$ cat src/rtl/sarseq_pkg.sv
// Purpose: shared constants and types for the conversion sequencer
// Assumes: one system clock of 10 MHz; pin clock nominally 4 MHz
// Notes: edge counts are falling edges of the pin clock
package sarseq_pkg;

  // -------------------------------------------------------------------
  // widths and clock division
  // -------------------------------------------------------------------
  localparam int RESULT_BITS = 8;
  localparam int PIN_DIVIDE = 2;
  localparam int INT_CYCLES_PER_CONV = 10;
  localparam int PIN_EDGES_PER_CONV = INT_CYCLES_PER_CONV * PIN_DIVIDE;
  localparam int EDGE_CNT_W = 5;

  // -------------------------------------------------------------------
  // sequence points, counted in pin clock falling edges from start
  // -------------------------------------------------------------------
  localparam logic [EDGE_CNT_W-1:0] EDGE_CLEAR = 5'h01;
  localparam logic [EDGE_CNT_W-1:0] EDGE_HOLD = 5'h03;
  localparam logic [EDGE_CNT_W-1:0] EDGE_FIRST_DECIDE = 5'h05;
  localparam logic [EDGE_CNT_W-1:0] EDGE_LAST_DECIDE = 5'h13;
  localparam logic [EDGE_CNT_W-1:0] EDGE_DONE = 5'h14;

  // -------------------------------------------------------------------
  // reset values and the first trial code
  // -------------------------------------------------------------------
  localparam logic [RESULT_BITS-1:0] RESULT_RESET = 8'h00;
  localparam logic [RESULT_BITS-1:0] TRIAL_MSB = 8'h80;
  localparam logic [EDGE_CNT_W-1:0] EDGE_CNT_RESET = 5'h00;

  // -------------------------------------------------------------------
  // timing (nominal pin clock and conversion time)
  // -------------------------------------------------------------------
  localparam int SYS_PERIOD_NS = 100;
  localparam int PIN_CLK_KHZ = 4000;
  localparam int CONV_TIME_NS = 5000;
  localparam int CONV_SYS_CYCLES = CONV_TIME_NS / SYS_PERIOD_NS;

  // -------------------------------------------------------------------
  // types
  // -------------------------------------------------------------------
  typedef enum logic [1:0] {
    SQ_IDLE = 2'b01,
    SQ_CONV = 2'b10
  } sarseq_state_t;

  // data bus drive towards the host
  typedef struct packed {
    logic [RESULT_BITS-1:0] data;
    logic oe;
  } sarseq_bus_t;

endpackage

$ cat src/rtl/sarseq_sync.sv
// Purpose: two flip-flop synchroniser for one pin level
// Assumes: input is asynchronous to clk_sys
// Notes: only the second stage may be read outside
`timescale 1ns/1ps
module sarseq_sync
#(
  parameter logic RESET_VAL = 1'b0
)
(
  // clock and reset
  input wire logic clk_sys,
  input wire logic rst,
  // level in and out
  input wire logic pin,
  output logic level
);

  logic meta_q;

  // -------------------------------------------------------------------
  // two stage capture
  // -------------------------------------------------------------------
  always_ff @(posedge clk_sys or posedge rst)
  begin
    if (rst)
    begin
      meta_q <= RESET_VAL;
      level <= RESET_VAL;
    end
    else
    begin
      meta_q <= pin;
      level <= meta_q;
    end
  end

endmodule

$ cat src/rtl/sarseq_top.sv
// Purpose: clocking and conversion sequencing of an 8-bit APPROXIMATION_REGISTER converter
// Assumes: pin clock, strobes and comparator arrive asynchronously
// Notes: comparator decides analog_input against the trial code
`timescale 1ns/1ps
module sarseq_top
  import sarseq_pkg::*;
#(
  parameter int RBITS = RESULT_BITS
)
(
  // clock and reset
  input wire logic clk_sys,
  input wire logic rst,
  // clock pin and its source
  input wire logic conv_clk_pin,
  input wire logic ext_clk_sel,
  output logic osc_run_q,
  output logic div_clk_q,
  // host strobes
  input wire logic cs_n,
  input wire logic rd_n,
  output logic busy_n_q,
  // host data bus
  output sarseq_bus_t bus_q,
  // analog side
  input wire logic comp_in,
  output logic hold_q,
  output logic [RBITS-1:0] approximation_register_q,
  output logic [RBITS-1:0] result_q
);

  // -------------------------------------------------------------------
  // declarations
  // -------------------------------------------------------------------
  sarseq_state_t state_q;
  logic clk_s;
  logic ext_s;
  logic clk_prev_q;
  logic clk_fall;
  logic cs_n_s;
  logic rd_n_s;
  logic comp_s;
  logic req;
  logic req_prev_q;
  logic start;
  logic skip_q;
  logic [EDGE_CNT_W-1:0] edge_q;
  logic [EDGE_CNT_W-1:0] edge_d;
  logic [RBITS-1:0] mask_q;
  logic decide;

  // -------------------------------------------------------------------
  // pin synchronisers
  // -------------------------------------------------------------------
  sarseq_sync #(.RESET_VAL(1'b0)) u_sync_clk
    (.clk_sys(clk_sys), .rst(rst), .pin(conv_clk_pin), .level(clk_s));
  sarseq_sync #(.RESET_VAL(1'b1)) u_sync_cs
    (.clk_sys(clk_sys), .rst(rst), .pin(cs_n), .level(cs_n_s));
  sarseq_sync #(.RESET_VAL(1'b1)) u_sync_rd
    (.clk_sys(clk_sys), .rst(rst), .pin(rd_n), .level(rd_n_s));
  sarseq_sync #(.RESET_VAL(1'b0)) u_sync_comp
    (.clk_sys(clk_sys), .rst(rst), .pin(comp_in), .level(comp_s));
  // source select is a pin too; reset picks the external clock
  sarseq_sync #(.RESET_VAL(1'b1)) u_sync_sel
    (.clk_sys(clk_sys), .rst(rst), .pin(ext_clk_sel), .level(ext_s));

  // -------------------------------------------------------------------
  // edge and request detection
  // -------------------------------------------------------------------
  always_ff @(posedge clk_sys or posedge rst)
  begin
    if (rst)
    begin
      clk_prev_q <= 1'b0;
      req_prev_q <= 1'b0;
    end
    else
    begin
      clk_prev_q <= clk_s;
      req_prev_q <= req;
    end
  end

  // falling pin edge; idle edges only end the no-restart window
  assign clk_fall = clk_prev_q & ~clk_s;
  // both strobes low together, taken on the combined falling edge
  assign req = ~cs_n_s & ~rd_n_s;
  assign start = req & ~req_prev_q & (state_q == SQ_IDLE) & ~skip_q;
  assign edge_d = edge_q + 5'h01;
  // odd edges from the fifth on carry one bit decision each
  assign decide = clk_fall & (state_q == SQ_CONV) & edge_d[0]
    & (edge_d >= EDGE_FIRST_DECIDE) & (edge_d <= EDGE_LAST_DECIDE);

  // -------------------------------------------------------------------
  // sequencer state and edge counter
  // -------------------------------------------------------------------
  always_ff @(posedge clk_sys or posedge rst)
  begin
    if (rst)
    begin
      state_q <= SQ_IDLE;
      edge_q <= EDGE_CNT_RESET;
    end
    else
    begin
      case (state_q)
        SQ_IDLE:
        begin
          if (start)
          begin
            state_q <= SQ_CONV;
            edge_q <= EDGE_CNT_RESET;
          end
        end
        SQ_CONV:
        begin
          if (clk_fall)
          begin
            edge_q <= edge_d;
            if (edge_d == EDGE_DONE)
            begin
              state_q <= SQ_IDLE;
            end
          end
        end
        default:
        begin
          state_q <= SQ_IDLE;
        end
      endcase
    end
  end

  // -------------------------------------------------------------------
  // divided internal clock, running only during a conversion
  // -------------------------------------------------------------------
  always_ff @(posedge clk_sys or posedge rst)
  begin
    if (rst)
    begin
      div_clk_q <= 1'b0;
    end
    else if (state_q != SQ_CONV || (clk_fall && edge_d == EDGE_DONE))
    begin
      div_clk_q <= 1'b0;
    end
    else if (clk_fall)
    begin
      div_clk_q <= ~div_clk_q;
    end
  end

  // -------------------------------------------------------------------
  // own oscillator run enable
  // -------------------------------------------------------------------
  always_ff @(posedge clk_sys or posedge rst)
  begin
    if (rst)
    begin
      osc_run_q <= 1'b0;
    end
    else if (ext_s)
    begin
      osc_run_q <= 1'b0;
    end
    else if (start)
    begin
      osc_run_q <= 1'b1;
    end
    else if (state_q == SQ_CONV && clk_fall && edge_d == EDGE_DONE)
    begin
      osc_run_q <= 1'b0;
    end
  end

  // -------------------------------------------------------------------
  // busy flag and no-restart window after completion
  // -------------------------------------------------------------------
  always_ff @(posedge clk_sys or posedge rst)
  begin
    if (rst)
    begin
      busy_n_q <= 1'b1;
      skip_q <= 1'b0;
    end
    else if (start)
    begin
      busy_n_q <= 1'b0;
    end
    else if (state_q == SQ_CONV && clk_fall && edge_d == EDGE_DONE)
    begin
      busy_n_q <= 1'b1;
      skip_q <= ext_s; // window only follows an external clock
    end
    else if (clk_fall || (state_q == SQ_IDLE && ext_s == 1'b0
      && req & ~req_prev_q))
    begin
      skip_q <= 1'b0; // window ends at next falling pin edge, or at a strobe while ext_s is low
    end
  end

  // -------------------------------------------------------------------
  // track and hold control
  // -------------------------------------------------------------------
  always_ff @(posedge clk_sys or posedge rst)
  begin
    if (rst)
    begin
      hold_q <= 1'b0;
    end
    else if (state_q == SQ_CONV && clk_fall && edge_d == EDGE_HOLD)
    begin
      hold_q <= 1'b1;
    end
    else if (state_q == SQ_CONV && clk_fall && edge_d == EDGE_DONE)
    begin
      hold_q <= 1'b0;
    end
  end

  // -------------------------------------------------------------------
  // successive approximation: clear, trial, decide
  // -------------------------------------------------------------------
  always_ff @(posedge clk_sys or posedge rst)
  begin
    if (rst)
    begin
      approximation_register_q <= RESULT_RESET;
      mask_q <= RESULT_RESET;
    end
    else if (state_q == SQ_CONV && clk_fall && edge_d == EDGE_CLEAR)
    begin
      approximation_register_q <= RESULT_RESET;
      mask_q <= RESULT_RESET;
    end
    else if (state_q == SQ_CONV && clk_fall && edge_d == EDGE_HOLD)
    begin
      approximation_register_q <= TRIAL_MSB;
      mask_q <= TRIAL_MSB;
    end
    else if (decide)
    begin
      // comparator high keeps the bit; its half LSB offset sets code edges
      approximation_register_q <= (comp_s ? approximation_register_q
        : (approximation_register_q & ~mask_q)) | (mask_q >> 1);
      mask_q <= mask_q >> 1;
    end
  end

  // -------------------------------------------------------------------
  // result latch, binary code in either input mode
  // -------------------------------------------------------------------
  always_ff @(posedge clk_sys or posedge rst)
  begin
    if (rst)
    begin
      result_q <= RESULT_RESET;
    end
    else if (state_q == SQ_CONV && clk_fall && edge_d == EDGE_DONE)
    begin
      // unipolar: straight binary; bipolar: offset binary, same bits
      result_q <= approximation_register_q;
    end
  end

  // -------------------------------------------------------------------
  // host data bus drive
  // -------------------------------------------------------------------
  always_ff @(posedge clk_sys or posedge rst)
  begin
    if (rst)
    begin
      bus_q <= '{data: RESULT_RESET, oe: 1'b0};
    end
    else
    begin
      bus_q.oe <= req;
      bus_q.data <= result_q;
    end
  end

endmodule

$ cat config.mk
export PLATFORM = sky130hd
export DESIGN_NAME = sarseq_top
export DESIGN_NICKNAME = d
export VERILOG_FILES = /design/src/rtl/sarseq_pkg.sv /design/src/rtl/sarseq_sync.sv /design/src/rtl/sarseq_top.sv
export SDC_FILE = /design/constraint.sdc
export NUM_CORES = 1
export LEC_CHECK = 0
export BUFFER_PORTS_ARGS = -buffer_cell sky130_fd_sc_hd__buf_4
export CAP_MARGIN = 10
export CORE_MARGIN = 1
export CORE_UTILIZATION = 30
export DETAILED_ROUTE_END_ITERATION = 12
export GPL_TIMING_DRIVEN = 0
export PLACE_DENSITY = 0.53
export SYNTH_ARGS = -nofsm -noshare
export SYNTH_HDL_FRONTEND = slang
export SYNTH_SLANG_ARGS = --single-unit
$ cat constraint.sdc
create_clock -name clk_sys -period 2 [get_ports clk_sys]
set_input_delay 0.1 -clock clk_sys [delete_from_list [all_inputs] [get_ports clk_sys]]
set_output_delay 0.1 -clock clk_sys [all_outputs]
set_load 0.02 [all_outputs]
======== Word level (Yosys, flattened, before mapping) ========
Cells that the tools add are included.
word-level totals
  flip-flop bits (word level) ............. 56
  bits of input ports ..................... 7
  output and inout bits ................... 29
  word-level logic and storage cells ...... 98
cells by class
  add/subtract/negate cells ............... 1
  order comparisons ....................... 2
  equality and inequality tests ........... 9
  mux-type cells .......................... 24
  bitwise logic cells ..................... 20
  reduce and logical (&&, ||, !) cells .... 19
operators by type and width
  kind                                                                                 number
  8-bit 2-to-1 mux                                                                     7
  1-bit 2-to-1 mux                                                                     10
  5-bit 2-to-1 mux                                                                     2
  5-bit one-hot mux with 2 select lines                                                1
  2-bit nonzero test                                                                   5
  1-bit AND                                                                            9
  8-bit AND                                                                            1
  1-bit NOT                                                                            8
  8-bit NOT                                                                            1
  8-bit by 7-bit bitwise OR with 8-bit output                                          1
  1-bit logical AND                                                                    7
  2-bit 2-to-1 mux                                                                     3
  2-bit != test, second input constant                                                 3
  3-bit AND reduction                                                                  2
  3-bit nonzero test                                                                   2
  5-bit by 1-bit adder with 5-bit output, second input constant                        1
  5-bit by 1-bit == test with 1-bit output, second input constant                      1
  5-bit by 2-bit == test with 1-bit output, second input constant                      1
  5-bit == test, second input constant                                                 1
  5-bit by 3-bit greater-or-equal comparator with 1-bit output, second input constant  1
  5-bit less-or-equal comparator, second input constant                                1
  2-bit one-hot mux with 2 select lines                                                1
  2-bit by 1-bit == test with 1-bit output, second input constant                      1
  2-bit == test, second input constant                                                 1
  3 further kinds                                                                      4

======== Longest topological paths before layout ========
  depth in word-level cells ............... 9
  gate-level depth with buffers ........... 10
  gate-level depth less buffers ........... 7

======== Modules after synthesis ========
A second synthesis with hierarchy kept.
second synthesis, totals
  cell total of the unflattened synthesis .. 180
  area total of the unflattened synthesis .. 2,331.0 µm²
modules (own cells, without submodules)
  module                        instances  cells an instance  area each (µm²)
  sarseq_top                    1          165                2,054.5
  sarseq_sync (u_sync_cs ...)   3          3                  56.3
  sarseq_sync (u_sync_clk ...)  2          3                  53.8

======== Least setup slack after synthesis ========
No wires, ideal clock.
  kind .................................... flip-flop to flip-flop
  start point ............................. register edge_q[0]
  end point ............................... register approximation_register_q[0]
  library setup time ...................... 126 ps
  data arrival time ....................... 2,072 ps
  path slack .............................. -198 ps
  stages on the path, launching flop included .. 10
  path buffers ............................ 3
  period minus slack after synthesis ...... 2,198 ps
  cells stage by stage .................... dfrtp_1 > ha_1 > buf_2 > nor3b_2 > a21o_2 > a211oi_2 > buf_6 > nor2_4 > buf_8 > a221o_1
on the way
  word-level cells in the longest chain between the ends .. 5
RTL lines
  item                                                                                        line                                 RTL
  start: declaration                                                                          sarseq_top.sv:47                     logic [EDGE_CNT_W-1:0] edge_q;
  start signal: assignment                                                                    sarseq_top.sv:119                    edge_q <= edge_d;
  5-bit by 1-bit adder with 5-bit output (*)                                                  sarseq_top.sv:89                     assign edge_d = edge_q + 5'h01;
  5-bit by 3-bit greater-or-equal comparator with 1-bit output, or another cell as far along  sarseq_top.sv:92                     & (edge_d >= EDGE_FIRST_DECIDE) & (edge_d <= EDGE_LAST_DECIDE);
  1-bit AND or 1-bit logical AND (tied branches)                                              sarseq_top.sv:92, sarseq_top.sv:236
  1-bit AND or 8-bit 2-to-1 mux (tied branches)                                               sarseq_top.sv:92, sarseq_top.sv:236
  3-bit nonzero test (no source line) or 8-bit 2-to-1 mux (tied branches)                     n/a
  end signal: assignment                                                                      sarseq_top.sv:244                    approximation_register_q <= (comp_s ? approximation_register_q
  end: declaration                                                                            sarseq_top.sv:28                     output logic [RBITS-1:0] approximation_register_q,
Mark *: on every way between the ends. The rest lies on a longest branch, timed or not.
A chain may end at the register's enable or synchronous reset.

======== Worst setup path in the final report ========
Same ends and word-level chain as after synthesis.

==> reports/metrics.yaml <==
timing:
  skew_ps: 5.68
  setup_viol: 26
  post-route-period-util_pct: 109
  whs_ps: 356
  tightestPinTransition_ps: 491
  rsz0062_at_grt: "yes"
  period_needed_ps: 2190
  fmax_mhz: 457
  hold_violations: 0
  final-max-slew-violation-count: 0
  setup_ws_ps: -187
  relSlewSlack_pct: 67.2
clock_tree:
  cts_buffers: 5
  clock-sinks: 56
  cts_buffer_depth: 2
  cts_tree: "yes"
  clock_latency_ps: 310
  htree_levels: 2
  cts.clk_slew.worst_paths_ps: 100
  root_buffer: "clkbuf_8"
synth:
  muxShareOfSynthArea_pct: 4.03
  yosysUniqueCellTypes: 48
  synth_most_common_cell: "dfrtp_1"
  synth-compound-area-share_pct: 15.6
  synth_top_family_by_area: "compound AO/OA/AOI/OAI gates"
  synth_simple_gate_area_share_pct: 11.7
  yosys.area.top_type: "dfrtp_1"
  synthFlopType: "dfrtp_1"
  synth_fa_ha_area_share_pct: 2.07
  synthTopCellsByCount: "dfrtp_1, inv_1, o21ai_0, nor3_1, nand2_1"
  synth_area_leaders: "dfrtp_1, dfstp_2, mux2_4"
  synth_area_um2: 2420
  synth_seq_cells: 56
  syn_nets: 206
  synthXorXnorAreaFrac_pct: 1.81
  synthCells: 195
  async_flop_share_pct: 100
  syn_avg_cell_area_um2: 12.4
  yosys_warnings: 0
  yosysTopAreaCellShare_pct: 49.6
  synth_enable_flop_cells: 0
  synth-seq-area-share_pct: 58.3
placement:
  dp_slack_ps: -277
  hpwl_um: 3090
  dpl.cell_count: 333
  gp_routability_congestion: 0.747
  numPortBuffers: 35
power:
  p_sw_uw: 456
  p_clk_share_pct: 34.5
  finalPower_uw: 1940
  p_leak_uw: 0.00154
  p_sw_share_pct: 23.5
  pwr-share-seq_pct: 60.4
  comb_power_share_pct: 5.1
  internal-power_uw: 1480
  worst_ir_drop_vdd_uv: 287
  pwr_density_cell_nw_per_um2: 575
worst_setup_path:
  crit_family: "compound AO/OA/AOI/OAI gates"
  path_buf_inv: 3
  r2r-start: "edge_q[0]$_DFFE_PP0P_"
  critPathArrivalTime_ps: 2380
  crit_path_start: "edge_q[0]$_DFFE_PP0P_"
  crit_slowest_cell: "dfrtp_2"
  rr_worst_depth: 9
  r2r_end: "approximation_register_q[0]$_DFFE_PP0P_"
  crit_path_start_kind: "flip-flop"
  worstPathMaxFanout: 6
  crit_path_end_kind: "flip-flop"
  worstSetupPathType: "flip-flop to flip-flop"
  path_cells: "ha_4 > buf_12 > xnor2_4 > a31oi_4 > a211oi_4 > buf_6 > nor2_4 > buf_8 > a221o_1"
  cp.required_ps: 2200
  ff2ff_setup_slack_ps: -190
  max_stage_delay_ps: 490
floorplanning:
  die_y_um: 91.8
  initial_utilization_pct: 31.2
  std_cell_rows: 32
  core_um2: 7770
  io_pins: 36
  die_x_um: 91.8
  die_area_um2: 8430
drt:
  wire_per_inst_um: 14.0
  drc: 0
  ant_nets: 0
  drt-initial-drc-count: 86
  routed_via_density: 4.75
  wl_um: 5090
  vias: 1725
  firstDrtPassIters: 4
hold_path:
  hold_path_class: "flip-flop to flip-flop"
  min_from: "u_sync_comp.meta_q$_DFF_PP0_"
  hold_path_depth: 0
  holdPathEnd: "u_sync_comp.level$_DFF_PP0_"
global_route:
  gr-total-overflow: 0
  grt_max_degree: 36
  antenna_found_initial: 0
  grt_pass1_vias: 1662
  gr-usage-all-layers_pct: 12.8
  grt_pass1_wl_um: 8470
job:
  maxCapViolations: 0
finish:
  antennaDiodeCount: 0
  areaGrowthSynthToFinish_pct: 39.3
  drive_above_1_share_pct: 49.4
  final_cells: 363
  layout.nets: 271
run_status:
  violations: "negative setup slack"
  status: "finished, violations left"
==> worst register-to-register path, delay by kind of cell, from the launching register on <==
kind / cells / cell delay [ps]
xor+xnor: 1 / 140
flops: 1 / 490
buf+inv: 3 / 430
simple gates: 1 / 60
fa+ha+maj: 1 / 230
compound gates: 3 / 730
==> kinds of logic (layout without fill, tap and decap cells) <==
kind of cell / Yosys count / after routing
AO/OA/AOI/OAI: 48 / 48
XOR/XNOR: 5 / 5
adder cells (fa/ha/maj): 4 / 4
buffers and inverters: 28 / 94
flip-flops: 56 / 56
multiplexers: 7 / 7
AND/OR/NAND/NOR: 47 / 47
==> power by group through the flow <==
stage	logic, µW	clock network (µW)	registers (µW)
floorplan	44.9	0	1190
global placement	71.8	0	1190
detailed placement	78.5	0	1190
CTS	94.5	692	1170
global route	111	735	1170
finish	99.4	669	1170
==> repair_timing <==
item | CTS | global route
gates cloned | 1 | 1
resized for setup | 19 | 15
pin swaps | 11 | 14
setup endpoints to repair | 31 | 32
hold buffers | 6 | 0
buffers inserted | 11 | 4
hold endpoints to repair | 18 | 0
==> worst max path at each step <==
| stage | endpoint | depth (start not counted) |
|---|---|---|
| after floorplan | approximation_register_q[0]$_DFFE_PP0P_ | 9 |
| after global placement | edge_q[0]$_DFFE_PP0P_ | 2 |
| after detailed placement | approximation_register_q[1]$_DFFE_PP0P_ | 9 |
| after CTS | result_q[0]$_DFFE_PP0P_ | 6 |
| after global routing | approximation_register_q[1]$_DFFE_PP0P_ | 8 |
| final | approximation_register_q[0]$_DFFE_PP0P_ | 9 |
==> metal layers <==
layer / GRT usage [%] / part of all wire [%] / up-vias
li1: - / - / 817
met5: 0 / 0 / -
met4: 3.13 / 0.57 / 0
met2: 19.5 / 47 / 35
met1: 18.5 / 50 / 871
met3: 2.99 / 3.2 / 2
==> area by class of cell <==
cell class	instances	area [µm²]
flip-flops and latches	56	1410
clock buffers	7	86.3
plain buffers	11	111
fillers	740	4390
well taps	102	128
inverters	16	60.1
repair buffers	59	533
clock inverters	1	7.51
multi-input cells	111	1030
==> cell usage in the layout (no fill, tap or decap), types with 3 or more instances in the layout <==
cell            n
buf_4          51
dfrtp_1        46
inv_1          13
o21ai_0        12
nor3_1          9
dfstp_2         8
nor2_1          7
nand2_1         7
clkbuf_8        6
dlygate4sd3_1   6
mux2_4          5
a22o_4          5
buf_6           4
buf_12          4
a221o_2         4
nand3b_1        3
xnor2_1         3
a21oi_1         3
inv_2           3
o21ai_1         3
a221o_1         3
==> stage by stage <==
step / utilization (%) / TNS (ps) / area (µm²)
2_1_floorplan: - / -523 / 2470
3_3_place_gp: 36.8 / -14890 / 2860
3_5_place_dp: 37.0 / -4710 / 2880
5_1_grt: 43.4 / -6000 / 3370
4_1_cts: 41.6 / -3430 / 3230
6_report: 43.4 / -3530 / 3370
==> flip-flops by register name, summed over array words and instances, names as in the netlist, 2 cells and up <==
name,count
approximation_register_q,8
bus_q,9
edge_q,5
mask_q,8
result_q,8
state_q,2
No activity file was read; power rests on OpenSTA's default activity.
